===== config.mk =====
export PLATFORM = sky130hd
export DESIGN_NAME = gpap_port
export DESIGN_NICKNAME = d
export VERILOG_FILES = /design/src/inc/gpap_pkg.sv /design/src/core/gpap_sync.sv /design/src/core/gpap_port.sv
export SDC_FILE = /design/constraint.sdc
export NUM_CORES = 1
export LEC_CHECK = 0
export BUFFER_PORTS_ARGS = -buffer_cell sky130_fd_sc_hd__buf_2
export CELL_PAD_IN_SITES_DETAIL_PLACEMENT = 1
export CELL_PAD_IN_SITES_GLOBAL_PLACEMENT = 2
export CORE_ASPECT_RATIO = 1.75
export CORE_MARGIN = 3
export CORE_UTILIZATION = 35
export DETAILED_ROUTE_END_ITERATION = 16
export HOLD_SLACK_MARGIN = 0.06
export PLACE_DENSITY = 0.82
export SYNTH_ARGS = -nofsm -noshare
export SYNTH_HDL_FRONTEND = slang
export SYNTH_HIERARCHICAL = 1
export SYNTH_SLANG_ARGS = --single-unit

===== constraint.sdc =====
create_clock -name core_clk -period 16.65 [get_ports core_clk]
set_input_delay 1.665 -clock core_clk [delete_from_list [all_inputs] [get_ports core_clk]]
set_output_delay 1.665 -clock core_clk [all_outputs]
set_load 0.02 [all_outputs]

===== src/inc/gpap_pkg.sv =====
// Constants, types and register map of the GPIO port block with alternate pin steering
// Summary of operation
// - Enabled peripheral overrides latch; pin stays readable
// - Latch write equals pin-level register write
// - Latch read gives latch; pin read gives pins
// - Analog select disables the digital input buffer
// - Steering leaves direction alone, overrides reach chosen pin
// - Selector bit 1: porta line5 or line0
// - Selector bit 0: portc line1 or portb line3
// - Direction 1 is input, 0 drives latch
// - Analog pins read zero through pin-level register
// - Analog select resets to the analog setting
// - Port writes land in the output latch
package gpap_pkg;

   // ***********************************************
   // Geometry
   // ***********************************************
   localparam int GPAP_NPORT = 3;          // Ports A, B, C
   localparam int GPAP_W = 8;              // Lines per port
   localparam int GPAP_AW = 7;             // Avalon byte address width
   localparam int GPAP_PORT_A = 0;
   localparam int GPAP_PORT_B = 1;
   localparam int GPAP_PORT_C = 2;

   // ***********************************************
   // Register map (byte offsets, one word each)
   // ***********************************************
   localparam int GPAP_PORT_STRIDE = 32;   // Distance between port register groups
   localparam int GPAP_OFF_DIR = 0;        // direction_reg
   localparam int GPAP_OFF_PIN = 4;        // pin_level_reg
   localparam int GPAP_OFF_LAT = 8;        // output_latch_reg
   localparam int GPAP_OFF_ANS = 12;       // analog_select_reg
   localparam int GPAP_OFF_WPU = 16;       // pull_up_enable_reg
   localparam int GPAP_OFF_APF = 96;       // alt_pin_function_select

   // ***********************************************
   // Reset values
   // ***********************************************
   localparam logic [7:0] GPAP_RST_DIR = 8'hff;  // All lines input
   localparam logic [7:0] GPAP_RST_LAT = 8'h00;
   localparam logic [7:0] GPAP_RST_ANS = 8'hff;  // All lines analog
   localparam logic [7:0] GPAP_RST_WPU = 8'h00;
   localparam logic [7:0] GPAP_RST_APF = 8'h00;

   // ***********************************************
   // Selector fields and steered line positions
   // ***********************************************
   localparam int GPAP_APF_SS_BIT = 1;     // slave_select_pin_choice
   localparam int GPAP_APF_CAPTURE_COMPARE_UNIT_TWO_BIT = 0;   // compare2_pin_choice
   localparam logic [7:0] GPAP_APF_MASK = 8'h03;  // Implemented selector bits
   localparam int GPAP_PORTA_LINE5 = 5;    // Slave select, choice 0
   localparam int GPAP_PORTA_LINE0 = 0;    // Slave select, choice 1
   localparam int GPAP_PORTC_LINE1 = 1;    // Unit two, choice 0
   localparam int GPAP_PORTB_LINE3 = 3;    // Unit two, choice 1

   // ***********************************************
   // Types
   // ***********************************************
   typedef logic [GPAP_W-1:0] gpap_byte_t;

   // Software state of one port
   typedef struct packed {
      gpap_byte_t dir;
      gpap_byte_t lat;
      gpap_byte_t ans;
      gpap_byte_t wpu;
   } gpap_portRegs_t;

   // Pad driver bundle of one port
   typedef struct packed {
      gpap_byte_t level;
      gpap_byte_t enable;
   } gpap_padDrv_t;

   // Bus handshake states
   typedef enum logic [1:0] {
      GPAP_BUS_IDLE = 2'b01,
      GPAP_BUS_ACK = 2'b10
   } gpap_busState_t;

endpackage


===== src/core/gpap_sync.sv =====
// Two-stage synchroniser for asynchronous pad levels
`timescale 1ns/1ns
module gpap_sync import gpap_pkg::*; #(
   parameter int WIDTH = 24
) (
   input wire logic core_clk,
   input wire logic sys_rst,
   input wire logic [WIDTH-1:0] asyncIn,
   output logic [WIDTH-1:0] syncOut
);

   // First stage, read only by the second stage
   logic [WIDTH-1:0] meta_r;

   // ***********************************************
   // Double flop
   // ***********************************************
   // Metastability settles in the first stage before logic sees it
   always_ff @(posedge core_clk or posedge sys_rst) begin
      if (sys_rst) begin
         meta_r <= '0;
         syncOut <= '0;
      end else begin
         meta_r <= asyncIn;
         syncOut <= meta_r;
      end
   end

endmodule


===== src/core/gpap_port.sv =====
// GPIO ports A to C with direction, latch, analog, pull-up and alternate pin steering
`timescale 1ns/1ns
module gpap_port import gpap_pkg::*; (
   input wire logic core_clk,
   input wire logic sys_rst,
   input wire logic [GPAP_AW-1:0] avs_address,
   input wire logic avs_read,
   input wire logic avs_write,
   input wire logic [31:0] avs_writedata,
   input wire logic [3:0] avs_byteenable,
   output logic [31:0] avs_readdata,
   output logic avs_waitrequest,
   input wire logic [GPAP_NPORT-1:0][GPAP_W-1:0] padIn,
   output gpap_padDrv_t [GPAP_NPORT-1:0] padDrv,
   output logic [GPAP_NPORT-1:0][GPAP_W-1:0] inBufEn,
   output logic [GPAP_NPORT-1:0][GPAP_W-1:0] pullUpEn,
   input wire logic [GPAP_NPORT-1:0][GPAP_W-1:0] periphEn,
   input wire logic [GPAP_NPORT-1:0][GPAP_W-1:0] periphOe,
   input wire logic [GPAP_NPORT-1:0][GPAP_W-1:0] periphData,
   input wire logic ccp2En,
   input wire logic ccp2Oe,
   input wire logic ccp2Data,
   output logic ccp2In,
   output logic ssIn
);

   // ***********************************************
   // Declarations
   // ***********************************************
   gpap_portRegs_t regs_r [GPAP_NPORT];      // Per-port software registers
   gpap_byte_t apf_r;                        // alt_pin_function_select
   gpap_busState_t busState_r;               // Handshake state
   gpap_busState_t busState_nxt;
   logic [GPAP_NPORT-1:0][GPAP_W-1:0] padSync;  // Synchronised pad levels
   gpap_byte_t digIn [GPAP_NPORT];           // Levels after input buffer
   gpap_byte_t rdPort [GPAP_NPORT];          // Read data of each port group
   gpap_byte_t ccpMask [GPAP_NPORT];         // Line taken by unit two
   gpap_byte_t rdApf;
   gpap_byte_t rdByte;
   gpap_byte_t wrByte;
   logic busReq;
   logic busCapture;
   logic busAccept;
   logic wrEn;
   logic hitApf;
   logic ccpOnC1;
   logic ccpOnB3;

   // Register hit: compares the bus address to a port group offset
   function automatic logic regHit(input logic [GPAP_AW-1:0] addr, input int port,
                                   input int off);
      logic [GPAP_AW-1:0] target;
      target = GPAP_AW'(port * GPAP_PORT_STRIDE + off);
      return addr == target;
   endfunction

   // ***********************************************
   // Pad input synchroniser
   // ***********************************************
   // Pads are asynchronous; two flops stand before any decode reads them
   // Costs two cycles of latency on every pin-level read
   gpap_sync #(.WIDTH(GPAP_NPORT * GPAP_W)) uSync (
      .core_clk(core_clk),
      .sys_rst(sys_rst),
      .asyncIn(padIn),
      .syncOut(padSync)
   );

   // ***********************************************
   // Avalon handshake
   // ***********************************************
   // One wait state: request seen with waitrequest high, served on the next edge
   // Fixed latency keeps the slave free of any address-dependent timing
   assign busReq = avs_read | avs_write;
   assign busCapture = busReq & avs_waitrequest;
   // Accept cycle is the one that follows a capture
   assign busAccept = busReq & (busState_r == GPAP_BUS_ACK);
   assign wrEn = avs_write & busAccept & avs_byteenable[0];
   assign wrByte = avs_writedata[7:0];
   assign busState_nxt = busCapture ? GPAP_BUS_ACK : GPAP_BUS_IDLE;
   assign hitApf = regHit(avs_address, 0, GPAP_OFF_APF);

   // State and registered waitrequest
   always_ff @(posedge core_clk or posedge sys_rst) begin
      if (sys_rst) begin
         busState_r <= GPAP_BUS_IDLE;
         avs_waitrequest <= 1'b1;
      end else begin
         busState_r <= busState_nxt;
         avs_waitrequest <= (busState_nxt != GPAP_BUS_ACK);
      end
   end

   // ***********************************************
   // Alternate pin selector
   // ***********************************************
   // Only implemented bits are stored, the rest read zero
   // Masking on write and on read keeps bits 7 to 2 at zero
   always_ff @(posedge core_clk or posedge sys_rst) begin
      if (sys_rst) begin
         apf_r <= GPAP_RST_APF;
      end else if (wrEn && hitApf) begin
         apf_r <= wrByte & GPAP_APF_MASK;
      end
   end
   assign rdApf = hitApf ? (apf_r & GPAP_APF_MASK) : 8'h00;

   // Unit two lands on exactly one of its two candidate lines
   assign ccpOnC1 = ccp2En & ~apf_r[GPAP_APF_CAPTURE_COMPARE_UNIT_TWO_BIT];
   assign ccpOnB3 = ccp2En & apf_r[GPAP_APF_CAPTURE_COMPARE_UNIT_TWO_BIT];
   assign ccpMask[GPAP_PORT_A] = 8'h00;
   assign ccpMask[GPAP_PORT_B] = ccpOnB3 ? (8'h01 << GPAP_PORTB_LINE3) : 8'h00;
   assign ccpMask[GPAP_PORT_C] = ccpOnC1 ? (8'h01 << GPAP_PORTC_LINE1) : 8'h00;

   // Steered inputs: the unselected line is never sampled for the function
   // Registered so the steering mux never reaches an output directly
   always_ff @(posedge core_clk or posedge sys_rst) begin
      if (sys_rst) begin
         ssIn <= 1'b0;
         ccp2In <= 1'b0;
      end else begin
         ssIn <= apf_r[GPAP_APF_SS_BIT] ? digIn[GPAP_PORT_A][GPAP_PORTA_LINE0]
                                        : digIn[GPAP_PORT_A][GPAP_PORTA_LINE5];
         ccp2In <= apf_r[GPAP_APF_CAPTURE_COMPARE_UNIT_TWO_BIT] ? digIn[GPAP_PORT_B][GPAP_PORTB_LINE3]
                                            : digIn[GPAP_PORT_C][GPAP_PORTC_LINE1];
      end
   end

   // ***********************************************
   // Per-port logic
   // ***********************************************
   // One copy per port; the genvar is the port index
   for (genvar p = 0; p < GPAP_NPORT; p++) begin : gPort
      logic hitDir;
      logic hitPin;
      logic hitLat;
      logic hitAns;
      logic hitWpu;
      gpap_byte_t ovEn;   // Lines owned by a peripheral
      gpap_byte_t ovOe;   // Peripheral direction for owned lines
      gpap_byte_t ovData; // Peripheral level for owned lines

      assign hitDir = regHit(avs_address, p, GPAP_OFF_DIR);
      assign hitPin = regHit(avs_address, p, GPAP_OFF_PIN);
      assign hitLat = regHit(avs_address, p, GPAP_OFF_LAT);
      assign hitAns = regHit(avs_address, p, GPAP_OFF_ANS);
      assign hitWpu = regHit(avs_address, p, GPAP_OFF_WPU);

      // Analog lines have their input buffer off and read as zero
      assign digIn[p] = padSync[p] & ~regs_r[p].ans;

      // Read mux: latch gives stored value, pin level gives pad state
      // Unselected groups give zero so that the groups can simply be ORed
      assign rdPort[p] = hitDir ? regs_r[p].dir :
                         hitPin ? digIn[p] :
                         hitLat ? regs_r[p].lat :
                         hitAns ? regs_r[p].ans :
                         hitWpu ? regs_r[p].wpu : 8'h00;

      // Overrides: unit two's steered line on top of the generic peripherals
      // Unit two wins over the generic override on its steered line
      assign ovEn = periphEn[p] | ccpMask[p];
      assign ovOe = (periphOe[p] & ~ccpMask[p]) | ({GPAP_W{ccp2Oe}} & ccpMask[p]);
      assign ovData = (periphData[p] & ~ccpMask[p]) | ({GPAP_W{ccp2Data}} & ccpMask[p]);

      // Software registers; the selector never touches direction
      // Direction writes are the only path into the direction register
      always_ff @(posedge core_clk or posedge sys_rst) begin
         if (sys_rst) begin
            regs_r[p].dir <= GPAP_RST_DIR;
            regs_r[p].lat <= GPAP_RST_LAT;
            regs_r[p].ans <= GPAP_RST_ANS;
            regs_r[p].wpu <= GPAP_RST_WPU;
         end else if (wrEn) begin
            if (hitDir) begin
               regs_r[p].dir <= wrByte;
            end
            // Both the pin-level and the latch address write the latch
            if (hitLat || hitPin) begin
               regs_r[p].lat <= wrByte;
            end
            if (hitAns) begin
               regs_r[p].ans <= wrByte;
            end
            if (hitWpu) begin
               regs_r[p].wpu <= wrByte;
            end
         end
      end

      // Pad drive: peripheral wins, otherwise direction gates the latch
      always_ff @(posedge core_clk or posedge sys_rst) begin
         if (sys_rst) begin
            padDrv[p] <= '{level: 8'h00, enable: 8'h00};
            inBufEn[p] <= 8'h00;
            pullUpEn[p] <= 8'h00;
         end else begin
            padDrv[p].level <= (ovEn & ovData) | (~ovEn & regs_r[p].lat);
            padDrv[p].enable <= (ovEn & ovOe) | (~ovEn & ~regs_r[p].dir);
            inBufEn[p] <= ~regs_r[p].ans;
            pullUpEn[p] <= regs_r[p].wpu;
         end
      end
   end

   // ***********************************************
   // Read data
   // ***********************************************
   // Sampled on the capture edge, stands while waitrequest is low
   // Upper bytes are tied to zero; every register is one byte wide
   assign rdByte = rdPort[GPAP_PORT_A] | rdPort[GPAP_PORT_B] | rdPort[GPAP_PORT_C] | rdApf;

   always_ff @(posedge core_clk or posedge sys_rst) begin
      if (sys_rst) begin
         avs_readdata <= 32'h0000_0000;
      end else if (busCapture && avs_read) begin
         avs_readdata <= {24'h00_0000, rdByte};
      end
   end
endmodule


## After elaboration in Yosys (flattened, before gate mapping)

Index checks and enable logic that the tools add are counted.

- Register bits after elaboration: 255
- Input port bits: 146
- Output and inout bits: 131
- Logic and storage cells: 145

- Equal/unequal tests: 17
- Mux-type cells: 21
- Bitwise gates (word level): 57
- Reductions and logical operators: 18

Operators with widths:

| kind | count |
|---|---|
| bitwise AND 8 bit | 19 |
| 2-to-1 mux 8 bit | 15 |
| OR 8 bit | 12 |
| inverter 8 bit | 9 |
| == test 7 bit, second input constant | 6 |
| == test 7 x 6 -> 1 bit, second input constant | 5 |
| AND reduction 2 bit | 12 |
| bitwise AND 8 x 2 -> 8 bit | 2 |
| bitwise AND 8 x 4 -> 8 bit | 2 |
| OR 8 x 2 -> 8 bit | 2 |
| == test 7 x 4 -> 1 bit, second input constant | 2 |
| inverter 2 -> 8 bit | 1 |
| inverter 4 -> 8 bit | 1 |
| OR 8 x 4 -> 8 bit | 1 |
| == test 7 x 3 -> 1 bit, second input constant | 1 |
| == test 7 x 5 -> 1 bit, second input constant | 1 |
| zero test 7 bit | 1 |
| bitwise AND 1 bit | 6 |
| 2-to-1 mux 2 bit | 3 |
| 2-to-1 mux 4 bit | 1 |
| logical OR 1 bit | 3 |
| == test 2 bit, second input constant | 1 |
| logical AND 1 bit | 2 |
| 2-to-1 mux 1 bit | 2 |
| 3 further kinds | 3 |

## Logic depth before layout (Yosys ltp)

Gate-level depths: netlist of the first run.

- Depth after elaboration: 9
- Mapped depth: 8
- Gate-level depth less buffers: 5

## Modules after synthesis

Netlist of the first run, hierarchy kept.

Modules (own cells, without submodules):

| module | times used | cells an instance | area an instance (um2) |
|---|---|---|---|
| gpap_port | 1 | 697 | 8799.7 |
| gpap_sync | 1 | 49 | 1204.9 |

## Worst setup path after synthesis of the first run

Ideal clock, no wire load.

- Path kind: input port to flip-flop
- From: input avs_address[2]
- To: register avs_readdata[0]
- Data arrival time: 2.969 ns
- Required time: 16.524 ns
- Setup slack: 13.555 ns
- Stages: 7
- Cell sequence: buf_2 > nor2b_1 > buf_2 > a32oi_1 > o32ai_1 > a311o_1 > o32a_1

- Word-level cells in the longest chain between the ends: 9
- Elaborated cells on any way between the ends: 35

Ends and longest elaborated chain:

| what | line | source |
|---|---|---|
| start, declared | gpap_port.sv:6 | `input wire logic [GPAP_AW-1:0] avs_address,` |
| == test 7 x 5 -> 1 bit / == test 7 x 6 -> 1 bit (equally long branches) | gpap_port.sv:54 | `return addr == target;` |
| 2-to-1 mux 8 bit | gpap_port.sv:158 | `hitWpu ? regs_r[p].wpu : 8'h00;` |
| 2-to-1 mux 8 bit | gpap_port.sv:157 | `hitAns ? regs_r[p].ans :` |
| 2-to-1 mux 8 bit | gpap_port.sv:156 | `hitLat ? regs_r[p].lat :` |
| 2-to-1 mux 8 bit | gpap_port.sv:155 | `hitPin ? digIn[p] :` |
| 2-to-1 mux 8 bit | gpap_port.sv:154 | `assign rdPort[p] = hitDir ? regs_r[p].dir :` |
| OR 8 bit (2 in series) | gpap_port.sv:211 | `assign rdByte = rdPort[GPAP_PORT_A] \| rdPort[GPAP_PORT_B] \| rdPort[GPAP_PORT_C] \| rdApf;` |
| OR 8 x 2 -> 8 bit (*) | gpap_port.sv:211 |  |
| end signal, assigned | gpap_port.sv:217 | `avs_readdata <= {24'h00_0000, rdByte};` |
| end, declared | gpap_port.sv:11 | `output logic [31:0] avs_readdata,` |

Mark *: on every way between the ends. The rest lies on a longest branch, timed or not.
A chain may end at the register's enable or synchronous reset.

## Final worst setup path of the first run

- From: input avs_address[3]
- To: register regs_r[84] in the netlist's numbering

- Word-level cells in the longest chain between the ends: 3
- Elaborated cells on any way between the ends: 4

Ends and longest elaborated chain:

| what | line | source |
|---|---|---|
| == test 7 x 4 -> 1 bit / == test 7 x 3 -> 1 bit (equally long branches) | gpap_port.sv:54 |  |
| logical OR 1 bit (*) | gpap_port.sv:179 | `if (hitLat \|\| hitPin) begin` |
| AND reduction 2 bit (no line) (*) | -- |  |
| end, declared | gpap_port.sv:30 | `gpap_portRegs_t regs_r [GPAP_NPORT];` |

Marked as above.

==> results_dict.tcl, run 1 <==
set metrics [dict create \
    setup_slack_ps 13030 \
    clkPwrFrac 0.438 \
    netlist_area_um2 10000 \
    p_comb_frac 0.083 \
    synth_seq_area_share 0.6414 \
    period_share 0.2173 \
    outcome "completed" \
    swShare 0.2409 \
    p_leak_nw 5.647 \
    synth_top_cell_area_share 0.5128 \
    htree_levels 1 \
    wirelength_um 30700 \
    hp-class "reg2reg" \
    cts_buffer_depth 3 \
    final_cell_mix "225 x buf_2, 205 x dfrtp_1, 119 x mux2_2, 52 x nand2_1, 49 x dfstp_2" \
    required_ps 17060 \
    cts.sink_count 254 \
    cap_violations 0 \
    final_common_cell "buf_2" \
    ctsHoldBuffers 0 \
    root_buffer "clkbuf_16" \
    cp.arrival_ps 4030 \
    cp_slowest_cell "and2b_1" \
    overflow 0 \
    synth-main-ff-cell "dfrtp_1" \
    fin_skew_ps 9.766 \
    ir_drop_uv 67.50 \
    grt_pass1_wl_um 46060 \
    fp.coreArea_um2 28070 \
    remaining_drc_errors 0 \
    cellPowerDensity_nw_per_um2 111.0 \
    numCtsBuffers 24 \
    crit_fanout 32 \
    ys_ff_latch 254 \
    track_usage 0.1977 \
    drt_iter0_markers 340 \
    worstSkewPairLatency_ps 530 \
    cts_resized 0 \
    rsz0062_at_grt "false" \
    gp_congestion 0.8815 \
    die-area_um2 30730 \
    crit_path_cell_trace "buf_2 > and2b_1 > o21ai_0 > nor2_1 > nand2_1 > mux2_2" \
    synth_area_leader_cell "dfrtp_1" \
    n_fill_cell 2991 \
    synth-edff-count 0 \
    syn_inst 746 \
    via_per_inst 5.089 \
    cts_tree "built" \
    synth.distinct_cells 65 \
    synth.avg_cell_area_um2 13.41 \
    layout-drive-gt1-share 0.4690 \
    area.growth.synth_to_final_pct 22.70 \
    end_kind "flip-flop" \
    yosys-top-cells-area "dfrtp_1 51%, mux2_2 13%, dfstp_2 13%" \
    finalSetupViolCount 0 \
    post_cts_buffers 0 \
    placementRows 81 \
    io_pins 277 \
    grt_max_degree 132 \
    seqPwrFrac 0.479 \
    io_buffers 225 \
    hold_viol 0 \
    die_w_um 133.8 \
    power.switching_mw 0.3281 \
    cp-start-kind "input port" \
    clkSlewWorstSetupHoldPaths_ps 70 \
    antenna_found_initial 4 \
    grt_pass1_vias 7615 \
    worst_pin_slew_ps 1043 \
    slew_violations 0 \
    die_y_um 229.7 \
    synthArstFlopShare 1.000 \
    start_util 0.3564 \
    first_pass_iters 5 \
    yosysWarningCount 6 \
    via_count 6931 \
    pre_cts_ws_ps 12480 \
    slew-limit-headroom 0.3046 \
    max_stage_delay_ps 660 \
    fin_nets 1113 \
    fmax_ghz 0.2763 \
    routedWlPerCell_um 22.54 \
    place_hpwl_um 22390 \
    tns_ps 0 \
    fin_crit_ps 3619 \
    postRouteAntennaNets 0 \
    intPower_mw 1.034 \
    critPathKind "in2reg" \
]
[path summary, 6_finish.rpt]
path                                      start               end  slack (ps)  depth (start not counted)
worst min-delay path            uSync/meta_r[8]  uSync/syncOut[8]         340                          0
min in group asynchronous               sys_rst      pullUpEn[15]        1340                          2
worst min register to register  uSync/meta_r[8]  uSync/syncOut[8]         340                          0
max in group asynchronous               sys_rst        regs_r[85]       13760                          3
worst max register to register    busState_r[0]        regs_r[76]       14530                          4
worst max-delay path             avs_address[3]        regs_r[84]       13030                          6
[cells in the mapped netlist, drive strengths merged (5+ instances only)]
cell     number
a21oi        36
nor2b         5
o32a          7
dfrtp       205
dfstp        49
nor2         25
a22oi         6
mux2i        10
o22ai         5
buf          38
a32oi        10
a31oi         5
clkbuf       17
inv          29
nand2        57
o21ai        39
nor3          6
o2bb2ai       5
mux2        119
[registers in the layout, indices dropped and copies added (netlist names)]
name,cells
regs_r,96
padDrv,48
inBufEn,24
pullUpEn,24
uSync/meta_r,24
uSync/syncOut,24
avs_readdata,8
apf_r,2
busState_r,2
ccp2In,1
ssIn,1
[stage by stage]
step	cell area [um^2]	hold WS, ps	utilization	cells	power, mW
finish	12280	344.7	0.4373	1362	1.362
global route	12280	350.6	0.4373	1362	1.422
CTS	12270	349.1	0.4369	1358	1.379
detailed placement	11390	335.8	0.4058	1314	0.7772
global placement	11390	333.5	0.4058	1314	0.7742
floorplan	10090	331.2	-	769	0.7299
[per-layer routing]
layer,track usage,vias to the layer above,wire [um]
met2,0.3661,270,16610
li1,-,3045,-
met1,0.2210,3549,11180
met5,0,-,0
met4,0.09492,0,1317
met3,0.02561,67,1598
[layout make-up]
class / count / area [um^2] / area share
multi-input cells: 431 / 3251 / 0.2648
diodes: 4 / 10.01 / 0.0008154
clock buffers: 30 / 684.4 / 0.05575
clock inverters: 14 / 188.9 / 0.01539
inverters: 29 / 116.4 / 0.009479
repair buffers: 227 / 1141 / 0.09296
flip-flops and latches: 254 / 6417 / 0.5228
well taps: 373 / 466.7 / 0.03802
[critical path, delay by kind of cell]
kind,cells,cell delay (ps)
and+or+nand+nor,3,1220
buffers and inverters,1,540
muxes,1,390
AOI/OAI and AO/OA,1,190
[power by group through the flow]
stage / logic [mW] / clock network, mW / registers [mW]
global placement: 0.112 / 0 / 0.662
floorplan: 0.0538 / 0 / 0.676
finish: 0.113 / 0.597 / 0.652
global route: 0.123 / 0.645 / 0.654
CTS: 0.115 / 0.612 / 0.652
detailed placement: 0.114 / 0 / 0.663
[logic make-up (layout without fill, tap and decap cells)]
logic type | Yosys count | after routing | synth area share
DFF | 254 | 254 | 0.6414
other | 1 | 28 | 0.0003748
muxes | 130 | 130 | 0.1462
AOI/OAI and AO/OA | 149 | 149 | 0.09980
buffers and inverters | 84 | 300 | 0.04277
and+or+nand+nor | 128 | 128 | 0.06941
(Power assumes the default switching activity.)
==> run 2: changes to the inputs <==
- CORE_UTILIZATION: 35 -> 31
- PLACE_DENSITY: 0.82 -> 0.77
- clock period: 16.65 -> 3 ns (I/O delays scaled with it)
==> results_dict.tcl, run 2 (synthesis gave the netlist of run 1 again) <==
set metrics [dict create \
    cp_slowest_cell "nand4b_1" \
    cts_buffer_depth 3 \
    cts_resized 0 \
    critPathKind "reg2reg" \
    finalSetupViolCount 0 \
    hold_viol 0 \
    numCtsBuffers 24 \
    p_leak_nw 6.219 \
    area.growth.synth_to_final_pct 36.51 \
    ir_drop_uv 348.8 \
    die_y_um 243.7 \
    reg_top3 "regs_r: 96 flops, padDrv: 48 flops" \
    ctsHoldBuffers 119 \
    dpl_cell_area_um2 11610 \
    slew-limit-headroom 0.2952 \
    io_buffers 225 \
    slew_violations 0 \
    cp.arrival_ps 2610 \
    remaining_drc_errors 0 \
    cp-start-kind "flip-flop" \
    max_stage_delay_ps 450 \
    via_per_inst 4.925 \
    fin_nets 1252 \
    grt_pass1_wl_um 50380 \
    layout-drive-gt1-share 0.4262 \
    io_pins 277 \
    gp_congestion 0.9109 \
    power_mw 7.661 \
    via_count 7491 \
    first_pass_iters 5 \
    drt_iter0_markers 300 \
    largest_register "regs_r" \
    grt_max_degree 57 \
    cts.sink_count 254 \
    cts_tree "built" \
    fin_skew_ps 9.700 \
    root_buffer "clkbuf_16" \
    postRouteAntennaNets 0 \
    post-route-util 0.4317 \
    cap_violations 0 \
    required_ps 3450 \
    final_cell_mix "225 x buf_2, 205 x dfrtp_1, 119 x mux2_2, 119 x dlygate4sd3_1, 52 x nand2_1" \
    worst_pin_slew_ps 1057 \
    fin_area_um2 13660 \
    routedWlPerCell_um 21.99 \
    htree_levels 1 \
    post_cts_buffers 0 \
    crit_path_cell_trace "nand4b_1 > nor3_1 > nand2_1 > mux2_2" \
    wirelength_um 33450 \
    die-area_um2 34550 \
    fin_crit_ps 2168 \
    start_util 0.3162 \
    hp-class "in2reg" \
    place_hpwl_um 24390 \
    fp.coreArea_um2 31640 \
    clkSlewWorstSetupHoldPaths_ps 70 \
    outcome "completed" \
    largest_reg_flops 96 \
    fmax_ghz 0.4613 \
    end_kind "flip-flop" \
    grt_pass1_vias 8391 \
    overflow 0 \
    worstSkewPairLatency_ps 530 \
    antenna_found_initial 3 \
    rsz0062_at_grt "false" \
    period_share 0.7227 \
    crit_fanout 8 \
    final_common_cell "buf_2" \
    placementRows 86 \
    tns_ps 0 \
    die_w_um 141.8 \
    track_usage 0.1911 \
    cellPowerDensity_nw_per_um2 560.9 \
]
-- run 2: changes by cell type in the layout (fill, tap and decap cells not counted) --
cell / previous run / this run
buf_4: 2 / 18
diode_2: 4 / 1
bufinv_16: 4 / 3
dlygate4sd3_1: 0 / 119
clkinv_2: 4 / 3
inv_6: 2 / 1
nor3b_2: 1 / 0
clkbuf_8: 4 / 5
clkbuf_1: 1 / 3
clkinvlp_4: 3 / 4
nor3b_1: 0 / 1
inv_8: 1 / 0
buf_12: 0 / 4
-- run 2: layout make-up --
cell class,count,area (um^2)
inverters,29,112.6
well taps,396,495.5
clock inverters,11,145.1
diodes,1,2.502
clock buffers,33,705.7
flip-flops and latches,254,6417
multi-input cells,431,3246
fillers,3407,17980
repair buffers,366,2532
-- run 2: worst max-delay path, delay by kind of cell, from the launching register on --
| family | cells | cell delay [ps] |
|---|---|---|
| mux | 1 | 410 |
| simple gates | 3 | 1300 |
| flops | 1 | 390 |
-- run 2: path summary, 6_finish.rpt --
kind                                  from          endpoint  slack [ps]  cells after the start
max                          busState_r[0]        regs_r[46]         830                      4
min                           periphEn[12]        padDrv[28]          70                      2
max reg2reg                  busState_r[0]        regs_r[46]         830                      4
min reg2reg                uSync/meta_r[4]  uSync/syncOut[4]         350                      0
max in group asynchronous          sys_rst        regs_r[46]        1610                      4
min in group asynchronous          sys_rst        padDrv[44]         530                      3
-- run 2: power breakdown --
group          switching [mW]  total, mW  internal (mW)
registers              0.0689       3.63           3.56
clock network            1.33       3.25           1.91
logic                   0.453      0.786          0.333
total                    1.85       7.66           5.81
-- run 2: metrics by stage --
| step | cells | hold slack, ps | worst slack, ps |
|---|---|---|---|
| final | 1521 | 72.41 | 832.0 |
| after global routing | 1521 | 73.96 | 733.9 |
| after detailed placement | 1357 | 335.8 | 562.1 |
| after CTS | 1520 | 60.06 | 816.6 |
| after floorplan | 769 | 331.2 | 67.75 |
| after global placement | 1357 | 334.8 | 597.0 |
-- run 2: layer usage --
layer	track usage	wire, um
met5	0	21
met4	0.08644	1438
met3	0.02239	1576
met2	0.3604	18260
met1	0.2100	12150
==> run 3: changes to the inputs <==
- CORE_UTILIZATION: 31 -> 34
- PLACE_DENSITY: 0.77 -> 0.8
- clock period: 3 -> 2.1 ns (I/O delays scaled with it)
==> results_dict.tcl, run 3 (synthesis gave the netlist of run 1 again) <==
set metrics [dict create \
    cp.arrival_ps 2400 \
    die-area_um2 31600 \
    hold_viol 0 \
    crit_path_cell_trace "nand2b_4 > nor2_1 > dlygate4sd3_1 > a21oi_1 > dlygate4sd3_1" \
    worst_hold_slack_ps 144.1 \
    multi_input_area_um2 3253 \
    cts.sink_count 254 \
    outcome "completed" \
    htree_levels 1 \
    via_per_inst 4.996 \
    swShare 0.2404 \
    routedWlPerCell_um 22.43 \
    drt_iter0_markers 271 \
    cap_violations 0 \
    period_share 0.9514 \
    crit_top_cell "dlygate4sd3_1" \
    power.switching_mw 2.654 \
    wirelength_um 34850 \
    slew-limit-headroom 0.4858 \
    placementRows 82 \
    clkPwrFrac 0.423 \
    area.growth.synth_to_final_pct 40.78 \
    overflow 0 \
    seq_area_um2 6419 \
    grt_pass1_wl_um 51570 \
    reg_top3 "regs_r: 96 flops, padDrv: 48 flops" \
    slew_violations 0 \
    p_comb_frac 0.108 \
    post-route-util 0.4885 \
    worstSkewPairLatency_ps 530 \
    track_usage 0.2162 \
    final_common_cell "buf_2" \
    largest_reg_flops 96 \
    largest_register "regs_r" \
    io_buffers 225 \
    remaining_drc_errors 0 \
    final_cell_mix "225 x buf_2, 204 x dfrtp_1, 135 x dlygate4sd3_1, 119 x mux2_2" \
    fmax_ghz 0.5005 \
    rsz0062_at_grt "false" \
    post_cts_buffers 0 \
    intPower_mw 8.386 \
    cp_slowest_cell "dlygate4sd3_1" \
    layout-drive-gt1-share 0.4404 \
    fp.coreArea_um2 28830 \
    grt_pass1_vias 8645 \
    critPathKind "reg2reg" \
    max_stage_delay_ps 560 \
    seqPwrFrac 0.469 \
    p_leak_nw 6.478 \
    cts_buffer_depth 3 \
    n_fill_cell 3043 \
    antenna_found_initial 5 \
    root_buffer "clkbuf_16" \
    crit_fanout 6 \
    fin_skew_ps 10.44 \
    grt_max_degree 56 \
    first_pass_iters 5 \
    cp-start-kind "flip-flop" \
    fin_crit_ps 1998 \
    start_util 0.3470 \
    cts_tree "built" \
    die_y_um 232.9 \
    ir_drop_uv 637.7 \
    worst_pin_slew_ps 771.3 \
    io_pins 277 \
    cellPowerDensity_nw_per_um2 783.8 \
    die_w_um 135.7 \
    numCtsBuffers 24 \
    r2r_slack_ps 100 \
    postRouteAntennaNets 0 \
    end_kind "flip-flop" \
    place_hpwl_um 24200 \
    gp_congestion 0.9079 \
    clkSlewWorstSetupHoldPaths_ps 70 \
    required_ps 2500 \
    hp-class "in2reg" \
    finalSetupViolCount 0 \
    via_count 7764 \
    fin_nets 1303 \
]
## run 3: cell count changes in the layout (fill, tap and decap cells not counted), moves of 2 or more
cell           change
buf_4             +34
clkinvlp_4         -3
clkbuf_8           +2
dlygate4sd3_1     +16
clkbuf_1           -2
clkinv_2           +3
## run 3: stage by stage
| stage | cell area [um^2] | setup WS (ps) | power [mW] | cells | TNS [ps] |
|---|---|---|---|---|---|
| global placement | 11870 | 154.8 | 6.202 | 1374 | 0 |
| finish | 14080 | 102.2 | 11.04 | 1554 | 0 |
| detailed placement | 11870 | 124.5 | 6.225 | 1374 | 0 |
| global route | 14080 | 28.15 | 11.47 | 1554 | 0 |
| CTS | 14080 | 39.52 | 11.12 | 1553 | 0 |
| floorplan | 10090 | -742.3 | 5.788 | 769 | -119990 |
## run 3: critical path: cells and delay by family, from the launching register on
family,cells,cell delay [ps]
flip-flops,1,460
buffers and inverters,2,1110
AO/OA/AOI/OAI,1,40
AND/OR/NAND/NOR,2,280
## run 3: path summary, 6_finish.rpt
| path | to | start | depth (start not counted) |
|---|---|---|---|
| worst max-delay path | padDrv[33] | apf_r[0] | 5 |
| worst max register to register | padDrv[33] | apf_r[0] | 5 |
| max in group asynchronous | uSync/meta_r[20] | sys_rst | 4 |
| worst min-delay path | regs_r[76] | avs_writedata[4] | 2 |
| min in group asynchronous | regs_r[36] | sys_rst | 3 |
| worst min register to register | uSync/syncOut[20] | uSync/meta_r[20] | 0 |
## run 3: metal layers
metal,routed length [um],GRT usage
met1,12690,0.2421
met2,19270,0.4107
met3,1596,0.02488
met4,1272,0.08544
met5,21,0
## run 3: final cells by class
cell class | instances | share of cell area
Inverter | 29 | 0.007995
Sequential cell | 254 | 0.4557
Clock inverter | 10 | 0.009150
Multi-Input combinational cell | 431 | 0.2310
Clock buffer | 33 | 0.05152
Tap cell | 378 | 0.03358
Timing Repair Buffer | 417 | 0.2107
Antenna cell | 2 | 0.0003553
## run 3: power by group through the flow
stage	Sequential, mW	Clock [mW]	Combinational, mW
global placement	5.26	0	0.943
floorplan	5.36	0	0.427
detailed placement	5.26	0	0.960
CTS	5.18	4.77	1.17
finish	5.18	4.67	1.19
global route	5.20	5.00	1.28
## run 3: repair_timing
| item | in CTS | in global routing |
|---|---|---|
| setup endpoints to repair | 0 | 3 |
| hold buffers | 136 | 0 |
| hold endpoints to repair | 115 | 0 |
| resized for setup | 0 | 2 |
